[src/shared/sleep_ctrl_pkg.sv]
package sleep_ctrl_pkg;
  // Sleep select field codes
  localparam logic [1:0] MODE_IDLE    = 2'h0;
  localparam logic [1:0] MODE_NOISE   = 2'h1;
  localparam logic [1:0] MODE_PDOWN   = 2'h2;
  localparam logic [1:0] MODE_STANDBY = 2'h3;
  // Peripheral clock stop bit positions
  localparam int PCS_CONV  = 0;
  localparam int PCS_TMR0  = 1;
  localparam int PCS_TMR1  = 2;
  localparam int PCS_TMR2  = 3;
  localparam int PCS_SPI   = 4;
  localparam int PCS_SER0  = 5;
  localparam int PCS_SER1  = 6;
  localparam int PCS_TWS   = 7;
  localparam int PCS_WIDTH = 8;
  localparam logic [7:0] PCS_RESET = 8'h00;
  // Wake timing
  localparam int HOLD_CYCLES    = 4;
  localparam int STANDBY_CYCLES = 6;
  localparam int STARTUP_DEFAULT = 16;
  localparam int CNT_W = 16;
  // Sleep state encoding
  typedef enum logic [1:0] {
    ST_RUN   = 2'b00,
    ST_SLEEP = 2'b01,
    ST_START = 2'b10,
    ST_HOLD  = 2'b11
  } sleep_state_e;
endpackage

[src/rtl/sync2.sv]
module sync2 #(
  parameter int WIDTH = 1
) (
  // Clock and reset
  input  wire logic             ref_clk_i,
  input  wire logic             reset_i,
  // Data
  input  wire logic [WIDTH-1:0] async_i,
  output logic      [WIDTH-1:0] sync_o
);
  logic [WIDTH-1:0] meta_reg;
  logic [WIDTH-1:0] sync_reg;

  // Two-stage synchroniser, first stage feeds only the second
  always_ff @(posedge ref_clk_i or posedge reset_i) begin
    if (reset_i) begin
      meta_reg <= '0;
      sync_reg <= '0;
    end else begin
      meta_reg <= async_i;
      sync_reg <= meta_reg;
    end
  end

  assign sync_o = sync_reg;
endmodule

[src/rtl/sleep_mode_clock_gating.sv]
// Functional notes
// - Select field: 00 idle, 01 noise reduction, 10 power-down, 11 standby.
// - Enabled wake interrupt: start-up time, then core held four more cycles.
// - Register file and static memory keep contents across sleep.
// - Reset during sleep wakes device and restarts at the reset vector.
// - Idle stops core and nvm clocks; source, io, converter clocks run.
// - Idle wakes on any enabled interrupt, internal or external.
// - Enabled converter starts a conversion on entering idle or noise mode.
// - Noise mode stops io, core, nvm clocks; source and converter run.
// - Noise mode wake list includes converter done and nvm ready.
// - Power-down halts all clocks and stops the oscillator.
// - Power-down wakes on level irq zero, pin change, frame detect, address match.
// - Standby is power-down with oscillator running; wakes in six cycles.
// - Deep modes: serial wakes only by frame detect, two-wire by address match.
// - Outside idle, irq zero wakes only when configured as level.
// - Stopped peripheral freezes, register access blocked, resources held.
// - Clearing a stop bit resumes the peripheral in its previous state.
// - Per-peripheral stop acts in active and idle; deeper modes gate anyway.
// - Converter stays enabled in sleep; re-enable forces an extended conversion.
// - Comparator auto-off in standby and power-down; internal reference stays.
// - Reference enabled when brown-out, comparator or converter needs it.
// - Enabled watchdog and fuse-enabled brown-out stay on in every sleep mode.
module sleep_mode_clock_gating #(
  parameter int STARTUP_CYCLES = sleep_ctrl_pkg::STARTUP_DEFAULT
) (
  // Clock and reset
  input  wire logic       ref_clk_i,
  input  wire logic       reset_i,
  // Core control
  input  wire logic       sleep_arm_bit_i,
  input  wire logic [1:0] sleep_select_field_i,
  input  wire logic       sleep_instr_i,
  input  wire logic       irq_pending_i,
  // Asynchronous wake sources from pins or other domains
  input  wire logic       external_irq_zero_i,
  input  wire logic       irq_zero_level_mode_i,
  input  wire logic       pin_change_i,
  input  wire logic       watchdog_irq_i,
  input  wire logic       frame_detect_i,
  input  wire logic       twi_addr_match_i,
  // Synchronous wake sources
  input  wire logic       conv_done_i,
  input  wire logic       nvm_ready_i,
  input  wire logic       other_io_irq_i,
  // Peripheral and analog configuration
  input  wire logic [7:0] peripheral_clock_stop_reg_i,
  input  wire logic       converter_enable_i,
  input  wire logic       comparator_off_bit_i,
  input  wire logic       comparator_uses_ref_i,
  input  wire logic       watchdog_enable_i,
  input  wire logic       brownout_sleep_fuses_i,
  // Clock enables
  output logic            core_clock_en_o,
  output logic            nvm_clock_en_o,
  output logic            io_clock_en_o,
  output logic            converter_clock_en_o,
  output logic            osc_enable_o,
  output logic [7:0]      periph_clock_en_o,
  output logic [7:0]      periph_access_en_o,
  // Status and analog controls
  output logic            asleep_o,
  output logic            core_hold_o,
  output logic            vector_irq_o,
  output logic            conv_start_o,
  output logic            conv_extended_o,
  output logic            comparator_en_o,
  output logic            vref_en_o,
  output logic            watchdog_run_o,
  output logic            brownout_run_o
);
  localparam logic [1:0] MODE_IDLE    = sleep_ctrl_pkg::MODE_IDLE;
  localparam logic [1:0] MODE_NOISE   = sleep_ctrl_pkg::MODE_NOISE;
  localparam logic [1:0] MODE_PDOWN   = sleep_ctrl_pkg::MODE_PDOWN;
  localparam logic [1:0] MODE_STANDBY = sleep_ctrl_pkg::MODE_STANDBY;
  localparam int CW = sleep_ctrl_pkg::CNT_W;
  localparam logic [CW-1:0] HOLD_LAST  = CW'(sleep_ctrl_pkg::HOLD_CYCLES - 1);
  localparam logic [CW-1:0] STBY_LAST  = CW'(sleep_ctrl_pkg::STANDBY_CYCLES - 1);
  localparam logic [CW-1:0] START_LAST = CW'(STARTUP_CYCLES - 1);

  sleep_ctrl_pkg::sleep_state_e state_reg, state_next;
  logic [1:0]    mode_reg, mode_next;
  logic [CW-1:0] cnt_reg, cnt_next;
  logic          conv_start_reg, conv_start_next;
  logic          conv_ext_reg, conv_ext_next;
  logic          conv_en_d_reg, conv_en_d_next;
  logic [7:0]    pcs_reg, pcs_next;
  logic [4:0]    async_sync;
  logic          irq0_s, pinc_s, wdt_s, frame_s, twi_s;
  logic          wake_any, wake_deep, wake;
  logic          deep;

  // Pin-side wake requests cross in before any logic reads them
  sync2 #(
    .WIDTH (5)
  ) u_wake_sync (
    .ref_clk_i (ref_clk_i),
    .reset_i   (reset_i),
    .async_i   ({external_irq_zero_i, pin_change_i, watchdog_irq_i,
                 frame_detect_i, twi_addr_match_i}),
    .sync_o    (async_sync)
  );
  assign {irq0_s, pinc_s, wdt_s, frame_s, twi_s} = async_sync;

  // Wake qualification per mode; level irq zero only outside idle
  assign wake_deep = wdt_s | (irq0_s & irq_zero_level_mode_i) | pinc_s
                   | frame_s | twi_s;
  assign wake_any  = wake_deep | irq0_s | irq_pending_i | conv_done_i
                   | nvm_ready_i | other_io_irq_i;
  always_comb begin
    unique case (mode_reg)
      MODE_IDLE:  wake = wake_any;
      MODE_NOISE: wake = wake_deep | conv_done_i | nvm_ready_i;
      default:    wake = wake_deep;
    endcase
  end

  // Sleep sequencer: run, sleep, oscillator start-up, core hold
  always_comb begin
    state_next      = state_reg;
    mode_next       = mode_reg;
    cnt_next        = cnt_reg;
    conv_start_next = 1'b0;
    unique case (state_reg)
      sleep_ctrl_pkg::ST_RUN: begin
        if (sleep_instr_i && sleep_arm_bit_i) begin
          state_next = sleep_ctrl_pkg::ST_SLEEP;
          mode_next  = sleep_select_field_i;
          conv_start_next = converter_enable_i &&
            (sleep_select_field_i == MODE_IDLE ||
             sleep_select_field_i == MODE_NOISE);
        end
      end
      sleep_ctrl_pkg::ST_SLEEP: begin
        if (wake) begin
          state_next = sleep_ctrl_pkg::ST_START;
          cnt_next   = '0;
        end
      end
      sleep_ctrl_pkg::ST_START: begin
        // Only power-down restarts the oscillator; others have it running
        if ((mode_reg == MODE_PDOWN && cnt_reg == START_LAST) ||
            (mode_reg == MODE_STANDBY && cnt_reg == STBY_LAST) ||
            (mode_reg == MODE_IDLE) || (mode_reg == MODE_NOISE)) begin
          state_next = sleep_ctrl_pkg::ST_HOLD;
          cnt_next   = '0;
        end else begin
          cnt_next = cnt_reg + 1'b1;
        end
      end
      sleep_ctrl_pkg::ST_HOLD: begin
        if (cnt_reg == HOLD_LAST) begin
          state_next = sleep_ctrl_pkg::ST_RUN;
          cnt_next   = '0;
        end else begin
          cnt_next = cnt_reg + 1'b1;
        end
      end
    endcase
  end

  // Reset forces run state, so the core restarts from the vector
  always_ff @(posedge ref_clk_i or posedge reset_i) begin
    if (reset_i) begin
      state_reg      <= sleep_ctrl_pkg::ST_RUN;
      mode_reg       <= MODE_IDLE;
      cnt_reg        <= '0;
      conv_start_reg <= 1'b0;
    end else begin
      state_reg      <= state_next;
      mode_reg       <= mode_next;
      cnt_reg        <= cnt_next;
      conv_start_reg <= conv_start_next;
    end
  end

  // Converter re-enable tracking and stop-bit register
  always_comb begin
    conv_en_d_next = converter_enable_i;
    conv_ext_next  = conv_ext_reg;
    if (converter_enable_i && !conv_en_d_reg) begin
      conv_ext_next = 1'b1;
    end else if (conv_start_reg) begin
      conv_ext_next = 1'b0;
    end
    pcs_next = peripheral_clock_stop_reg_i;
  end

  // Extended flag starts set: first conversion after reset is long too
  always_ff @(posedge ref_clk_i or posedge reset_i) begin
    if (reset_i) begin
      conv_en_d_reg <= 1'b0;
      conv_ext_reg  <= 1'b1;
      pcs_reg       <= sleep_ctrl_pkg::PCS_RESET;
    end else begin
      conv_en_d_reg <= conv_en_d_next;
      conv_ext_reg  <= conv_ext_next;
      pcs_reg       <= pcs_next;
    end
  end

  // Clock domain gating per mode
  assign deep = (state_reg != sleep_ctrl_pkg::ST_RUN) &&
                (mode_reg == MODE_PDOWN || mode_reg == MODE_STANDBY);
  always_comb begin
    core_clock_en_o      = 1'b1;
    nvm_clock_en_o       = 1'b1;
    io_clock_en_o        = 1'b1;
    converter_clock_en_o = 1'b1;
    osc_enable_o         = 1'b1;
    if (state_reg == sleep_ctrl_pkg::ST_SLEEP) begin
      core_clock_en_o = 1'b0;
      nvm_clock_en_o  = 1'b0;
      unique case (mode_reg)
        MODE_IDLE:  io_clock_en_o = 1'b1;
        MODE_NOISE: io_clock_en_o = 1'b0;
        MODE_PDOWN: begin
          io_clock_en_o        = 1'b0;
          converter_clock_en_o = 1'b0;
          osc_enable_o         = 1'b0;
        end
        MODE_STANDBY: begin
          io_clock_en_o        = 1'b0;
          converter_clock_en_o = 1'b0;
        end
      endcase
    end else if (state_reg != sleep_ctrl_pkg::ST_RUN) begin
      // Core stays stopped through start-up and the hold cycles
      core_clock_en_o = 1'b0;
      nvm_clock_en_o  = 1'b0;
      io_clock_en_o   = !deep || (state_reg == sleep_ctrl_pkg::ST_HOLD);
      converter_clock_en_o = io_clock_en_o || (mode_reg == MODE_NOISE);
      osc_enable_o    = !(mode_reg == MODE_PDOWN && state_reg == sleep_ctrl_pkg::ST_SLEEP);
    end
  end

  // Per-peripheral clock and register access; frozen, not reset
  genvar gi;
  generate
    for (gi = 0; gi < sleep_ctrl_pkg::PCS_WIDTH; gi++) begin : g_pcs
      assign periph_clock_en_o[gi]  = !pcs_reg[gi] && io_clock_en_o;
      assign periph_access_en_o[gi] = !pcs_reg[gi];
    end
  endgenerate

  // Status and analog enables
  assign asleep_o        = (state_reg == sleep_ctrl_pkg::ST_SLEEP);
  assign core_hold_o     = (state_reg != sleep_ctrl_pkg::ST_RUN);
  assign vector_irq_o    = (state_reg == sleep_ctrl_pkg::ST_HOLD) && (cnt_reg == HOLD_LAST);
  assign conv_start_o    = conv_start_reg;
  assign conv_extended_o = conv_ext_reg;
  // Comparator forced off in deep modes only
  assign comparator_en_o = !comparator_off_bit_i && !deep;
  assign vref_en_o       = brownout_sleep_fuses_i || converter_enable_i ||
                           (!comparator_off_bit_i && comparator_uses_ref_i);
  assign watchdog_run_o  = watchdog_enable_i;
  assign brownout_run_o  = brownout_sleep_fuses_i;
endmodule

[config.mk]
export PLATFORM = sky130hd
export DESIGN_NAME = sleep_mode_clock_gating
export DESIGN_NICKNAME = d
export VERILOG_FILES = /design/src/shared/sleep_ctrl_pkg.sv /design/src/rtl/sync2.sv /design/src/rtl/sleep_mode_clock_gating.sv
export SDC_FILE = /design/constraint.sdc
export NUM_CORES = 1
export LEC_CHECK = 0
export BUFFER_PORTS_ARGS = -buffer_cell sky130_fd_sc_hd__buf_2
export CAP_MARGIN = 30
export CORE_MARGIN = 2
export CORE_UTILIZATION = 40
export DETAILED_ROUTE_END_ITERATION = 12
export HOLD_SLACK_MARGIN = 0.1
export SYNTH_ARGS = -nofsm -noshare
export SYNTH_HDL_FRONTEND = slang
export SYNTH_HIERARCHICAL = 1
export SYNTH_SLANG_ARGS = --single-unit
[constraint.sdc]
create_clock -name ref_clk_i -period 2.95 [get_ports ref_clk_i]
set_input_delay 0.1475 -clock ref_clk_i [delete_from_list [all_inputs] [get_ports ref_clk_i]]
set_output_delay 0.1475 -clock ref_clk_i [all_outputs]
set_load 0.02 [all_outputs]
# ---- Yosys cells after proc, flatten, opt, wreduce, memory -nomap -nowiden
# Cells that the tools add are included.
dict set report classes {
  addsub 1
  eq_ne 14
  n_mux 25
  bitwise 12
  reduce_logical 50
}
# op count
set ops {}
lappend ops {{$mux W16} 3}
lappend ops {{$pmux W16 S3} 1}
lappend ops {{$logic_and A1 B1 Y1} 18}
lappend ops {{$add A16 B1 Y16 const B} 1}
lappend ops {{$eq A16 B2 Y1 const B} 1}
lappend ops {{$eq A16 B3 Y1 const B} 1}
lappend ops {{$eq A16 B4 Y1 const B} 1}
lappend ops {{$mux W1} 14}
lappend ops {{$logic_not A1 Y1} 12}
lappend ops {{$or A1 B1 Y1} 11}
lappend ops {{$logic_or A1 B1 Y1} 9}
lappend ops {{$eq A2 B2 Y1 const B} 4}
lappend ops {{$mux W2} 4}
lappend ops {{$pmux W2 S4} 1}
lappend ops {{$eq A2 B1 Y1 const B} 3}
lappend ops {{$logic_not A2 Y1} 3}
lappend ops {{$ne A2 B1 Y1 const B} 2}
lappend ops {{$ne A2 B2 Y1 const B} 2}
lappend ops {{$pmux W1 S2} 2}
lappend ops {{$reduce_and A2 Y1} 2}
lappend ops {{$reduce_and A4 Y1} 1}
lappend ops {{$reduce_bool A2 Y1} 2}
lappend ops {{$reduce_bool A3 Y1} 1}
lappend ops {{$reduce_or A3 Y1} 1}
lappend ops {{2 further kinds} 2}
dict set report totals {
  ff_bits 41
  input_bits 29
  output_inout_bits 30
  word_cells 111
}

# ---- Longest topological paths before layout
dict set report depth {
  depth_word 13
  ltp_mapped 8
  mapped_depth_nobuf 7
}

# ---- By module
# The synthesis kept the hierarchy.
# mod instances cells_each area_per_inst_um2 seq_area_each_um2
set modules_own_cells {}
lappend modules_own_cells {sleep_mode_clock_gating 1 193 1785.5 777.0}
lappend modules_own_cells {sync2 1 11 254.0 250.2}

# ---- Worst setup path before layout
# OpenSTA, ideal clock, no wires.
dict set report synth_timing {
  path_type {reg-to-output}
  start {reg state_reg[0]}
  end {out periph_clock_en_o[0]}
  t_arrival_ns 2.166
  required_time_ns 2.803
  slack_ns 0.636
  stages_incl_launch_ff 7
  path_buffers 0
  path_cell_list {dfrtp_1 > inv_1 > ha_1 > nor2_1 > o21ai_0 > nand2_1 > nor2_1}
}
dict set report synth_via {
  elab_chain_len 7
  elab_cells_between_ends 9
  cone_classes {2 x eq/ne; 2 x mux; 5 x reduce/logical}
}
# element line
set synth_rtl {}
lappend synth_rtl {{from (decl)} sleep_mode_clock_gating.sv:80} ;# sleep_ctrl_pkg::sleep_state_e state_reg, state_next;
lappend synth_rtl {{from (signal assigned)} sleep_mode_clock_gating.sv:164} ;# state_reg <= sleep_ctrl_pkg::ST_RUN;
lappend synth_rtl {{from (signal assigned)} sleep_mode_clock_gating.sv:169} ;# state_reg <= state_next;
lappend synth_rtl {{$reduce_bool A2 Y1} {sleep_mode_clock_gating.sv:202, sleep_mode_clock_gating.sv:226}}
lappend synth_rtl {{$logic_and A1 B1 Y1} sleep_mode_clock_gating.sv:202} ;# assign deep = (state_reg != sleep_ctrl_pkg::ST_RUN) &&
lappend synth_rtl {{$logic_not A1 Y1} sleep_mode_clock_gating.sv:230} ;# io_clock_en_o = !deep || (state_reg == sleep_ctrl_pkg::ST_HOLD);
lappend synth_rtl {{$logic_or A1 B1 Y1} sleep_mode_clock_gating.sv:230}
lappend synth_rtl {{$mux W1} sleep_mode_clock_gating.sv:226} ;# end else if (state_reg != sleep_ctrl_pkg::ST_RUN) begin
lappend synth_rtl {{$mux W1 *} sleep_mode_clock_gating.sv:210} ;# if (state_reg == sleep_ctrl_pkg::ST_SLEEP) begin
lappend synth_rtl {{$logic_and A1 B1 Y1 *} sleep_mode_clock_gating.sv:240} ;# assign periph_clock_en_o[gi] = !pcs_reg[gi] && io_clock_en_o;
lappend synth_rtl {{to (decl)} sleep_mode_clock_gating.sv:58} ;# output logic [7:0] periph_clock_en_o,
# Every way passes the cells marked *; elsewhere a longest branch is shown, timed or not.

# ---- Worst setup path after layout
dict set report layout_timing {
  start {reg state_reg[1]}
  end {reg cnt_reg[5]}
}
dict set report layout_via {
  elab_chain_len 3
  elab_cells_between_ends 7
  cone_classes {4 x eq/ne; 1 x mux; 2 x reduce/logical}
}
# element line
set layout_rtl {}
lappend layout_rtl {{$eq A2 B1 Y1 / $eq A2 B2 Y1 (equally long branches)} sleep_mode_clock_gating.sv:123} ;# unique case (state_reg)
lappend layout_rtl {{$ne A2 B1 Y1 (no source line) / $reduce_bool A3 Y1 (equally long branches)} n/a}
lappend layout_rtl {{$reduce_and A2 Y1 (no source line)} n/a}
lappend layout_rtl {{to (signal assigned)} sleep_mode_clock_gating.sv:171} ;# cnt_reg <= cnt_next;
lappend layout_rtl {{to (decl)} sleep_mode_clock_gating.sv:82} ;# logic [CW-1:0] cnt_reg, cnt_next;
# Several ways; a longest one is shown, not always the timed one.
# A chain may end at the register's enable or synchronous reset.

==> metrics <==
worst hold path stage count 3; Slew Limit Fails 0; Max Freq 0.4083 GHz; initial antenna violation count 0; Reg2Reg Setup Slack 0.50 ns; I/O pin count 59; Antenna Nets Post-Route 0; r2r endpoint cnt_reg[5]; Post-layout nets 315; Slew headroom 66.17%; hold wc startpoint sleep_instr_i; min-delay worst type input pin to flip-flop; Routed WL 4.471 mm; Max Clock Skew 0.003860 ns; pin count of the biggest net entering global routing 32; register bit total from synthesis 41; GR Layer Usage met2 29.57%; grt met1 use 23.23%; Post-CTS Resized 0; Detail Placement HPWL 3.096 mm; Power Density 798.8 nW/um^2; Die Ht 75.41 microns; Post-Syn Area 2039 sq um; cell taking the most area after synthesis dfrtp_1; initial DRC count 84; Fin. Hold Viols 0; Critical Path RT 3.11 ns; crit-path cells inv_1 -> ha_1 -> nor4b_1 -> a21oi_1 -> nor2_2 -> buf_4 -> mux2i_1 -> nor3_1; routability cong. 0.7968; CTS buffer count 5; final setup fails 0; # DRC 0; Antenna diodes 0; sequential element share of the synthesized area 50.37%; Slew @ Worst Pin 0.5008 ns; proportion of layout cells with a drive suffix above 1 28.21%; P&R area growth vs syn 30.43%; Total Routing Usage GR 17.88%; Top delay family on crit path simple AND/OR/NAND/NOR gates; reg2reg start state_reg[1]; slowest CP cell nor2_2; starting density of the core 42.34%; Root Buffer clkbuf_8; Die ar. 5686 sq um; Netlist cell types 38; syn nets 240; CORE AREA 4817 sq um; first-pass GRT wire length 7.700 mm; crit path capture type flip-flop; maximum root-to-sink buffer count 2; busiest grt layer met2; Syn Inst Count 204; RSZ-0062 raised after global routing no; fin crit share 83.02%; Worst R2R Path Depth 8; top-area cell type share of the netlist area 49.08%; row cnt 25; Worst-Skew Late Latency 0.29 ns; M3 GR Usage 3.439%; max FFs per register 16; status complete, no violations; CP Launch Type flip-flop; crit-path max cell delay 0.46 ns; peak supply drop 0.4144 mV; Leak 1.238 nW; H-tree levels 2; per-cell routed wire length 12.88 microns; mean post-synth cell area 9.997 sq um; final setup TNS 0 ns; minimum clock period 2.449 ns; Clock Sinks 41; Hold Path End conv_start_o; via count 1752; CTS tree yes; vias in the first global route 1714; Max Cap Viol 0; final core occ 55.22%; dominant cells by area after synthesis dfrtp_1 (49%), mux2i_1 (4.9%), inv_1 (4.6%); PortBufs 56; Crit Path Max Fanout 9; synth warn 6; Pre-Repair DR Iteration Count 4; crit path buf inv count 2; Setup Crit Path Kind flip-flop to flip-flop; die width 75.41 microns; gr ovfl total 0; clock-pin slew on the worst setup and hold paths 0.08 ns; arrival time at the worst endpoint 2.61 ns; DR vias/cell 5.049
==> worst reg2reg max path: cells and delay by family, from the launching register on <==
kind / cells / cell delay (ns)
muxes: 1 / 0.20
buffers and inverters: 2 / 0.39
AOI/OAI and AO/OA: 1 / 0.22
and+or+nand+nor: 3 / 0.85
DFF: 1 / 0.43
adders and majority gates: 1 / 0.22
==> area by class of cell <==
class,instances,area [sq um]
Sequential cell,41,1027
Clock inverter,1,30.03
Tap cell,67,83.83
Timing Repair Buffer,76,473.0
Inverter,25,93.84
Clock buffer,7,86.33
Multi-Input combinational cell,130,865.8
Fill cell,457,2157
==> routing by layer <==
layer	part of all wire, %	wire length, microns
met2	48	2157
met3	4.2	187
met1	46	2042
met5	0	0
met4	1.9	84
==> repair_timing <==
item,CTS,global route
hold endpoints to repair,57,0
endpoints found under the setup margin,0,0
setup buffers,0,0
hold buffers,17,0
==> per-stage QoR <==
stage          instances  setup slack (ns)  power, mW  area [sq um]  hold WS [ns]
2_1_floorplan        204            0.6362      1.391          2039      -0.01232
3_3_place_gp         322            0.5825      1.651          2374        0.1437
3_5_place_dp         322            0.5059      1.659          2374        0.1397
4_1_cts              347            0.4821      2.147          2660        0.1824
5_1_grt              347            0.2433      2.281          2660        0.2031
6_report             347            0.5008      2.125          2660        0.1782
==> synth_stat cells, drive strengths merged <==
cell,number
a2111oi,1
a211oi,2
a21oi,5
a31oi,2
a41oi,1
and3,2
buf,5
clkbuf,3
dfrtp,40
dfstp,1
ha,7
inv,25
mux2,3
mux2i,10
nand2,17
nand3,8
nand4,4
nor2,24
nor3,13
nor3b,3
nor4,5
nor4b,1
o2111ai,1
o211ai,1
o21ai,6
o21bai,1
o221ai,2
o22a,2
o22ai,2
o311a,1
o311ai,1
o31ai,4
or2,1
==> worst max path at each step <==
stage | startpoint | end | slack (ns) | cells after the start
2_1_floorplan | state_reg[0] | periph_clock_en_o[0] | 0.64 | 6
3_5_place_dp | state_reg[1] | cnt_reg[5] | 0.51 | 8
4_1_cts | state_reg[1] | cnt_reg[7] | 0.48 | 8
5_1_grt | state_reg[1] | cnt_reg[5] | 0.24 | 8
6_report | state_reg[1] | cnt_reg[5] | 0.50 | 8
3_3_place_gp | state_reg[0] | cnt_reg[8] | 0.58 | 8
==> kinds of logic after synthesis <==
family | share of synthesized area (%)
buf+inv | 7.178
flops | 50.37
compound gates | 12.33
mux | 6.748
fa+ha+maj | 4.294
simple gates | 19.08
==> power by group <==
group          internal (mW)  leakage, nW  switching, mW  total [mW]
registers              0.621        0.516         0.0712       0.692
logic                  0.379        0.663          0.587       0.966
clock network          0.276       0.0585          0.191       0.467
==> cell usage in the layout (no fill, tap or decap), types with 6 or more instances in the layout <==
cell            n
nand2_1        17
ha_1            7
dfrtp_1        40
inv_1          25
o21ai_0         6
mux2i_1        10
nand3_1         8
dlygate4sd3_1  17
clkbuf_8        6
nor3_1         13
buf_2          56
nor2_1         22
Power figures use the tool's default switching activity.
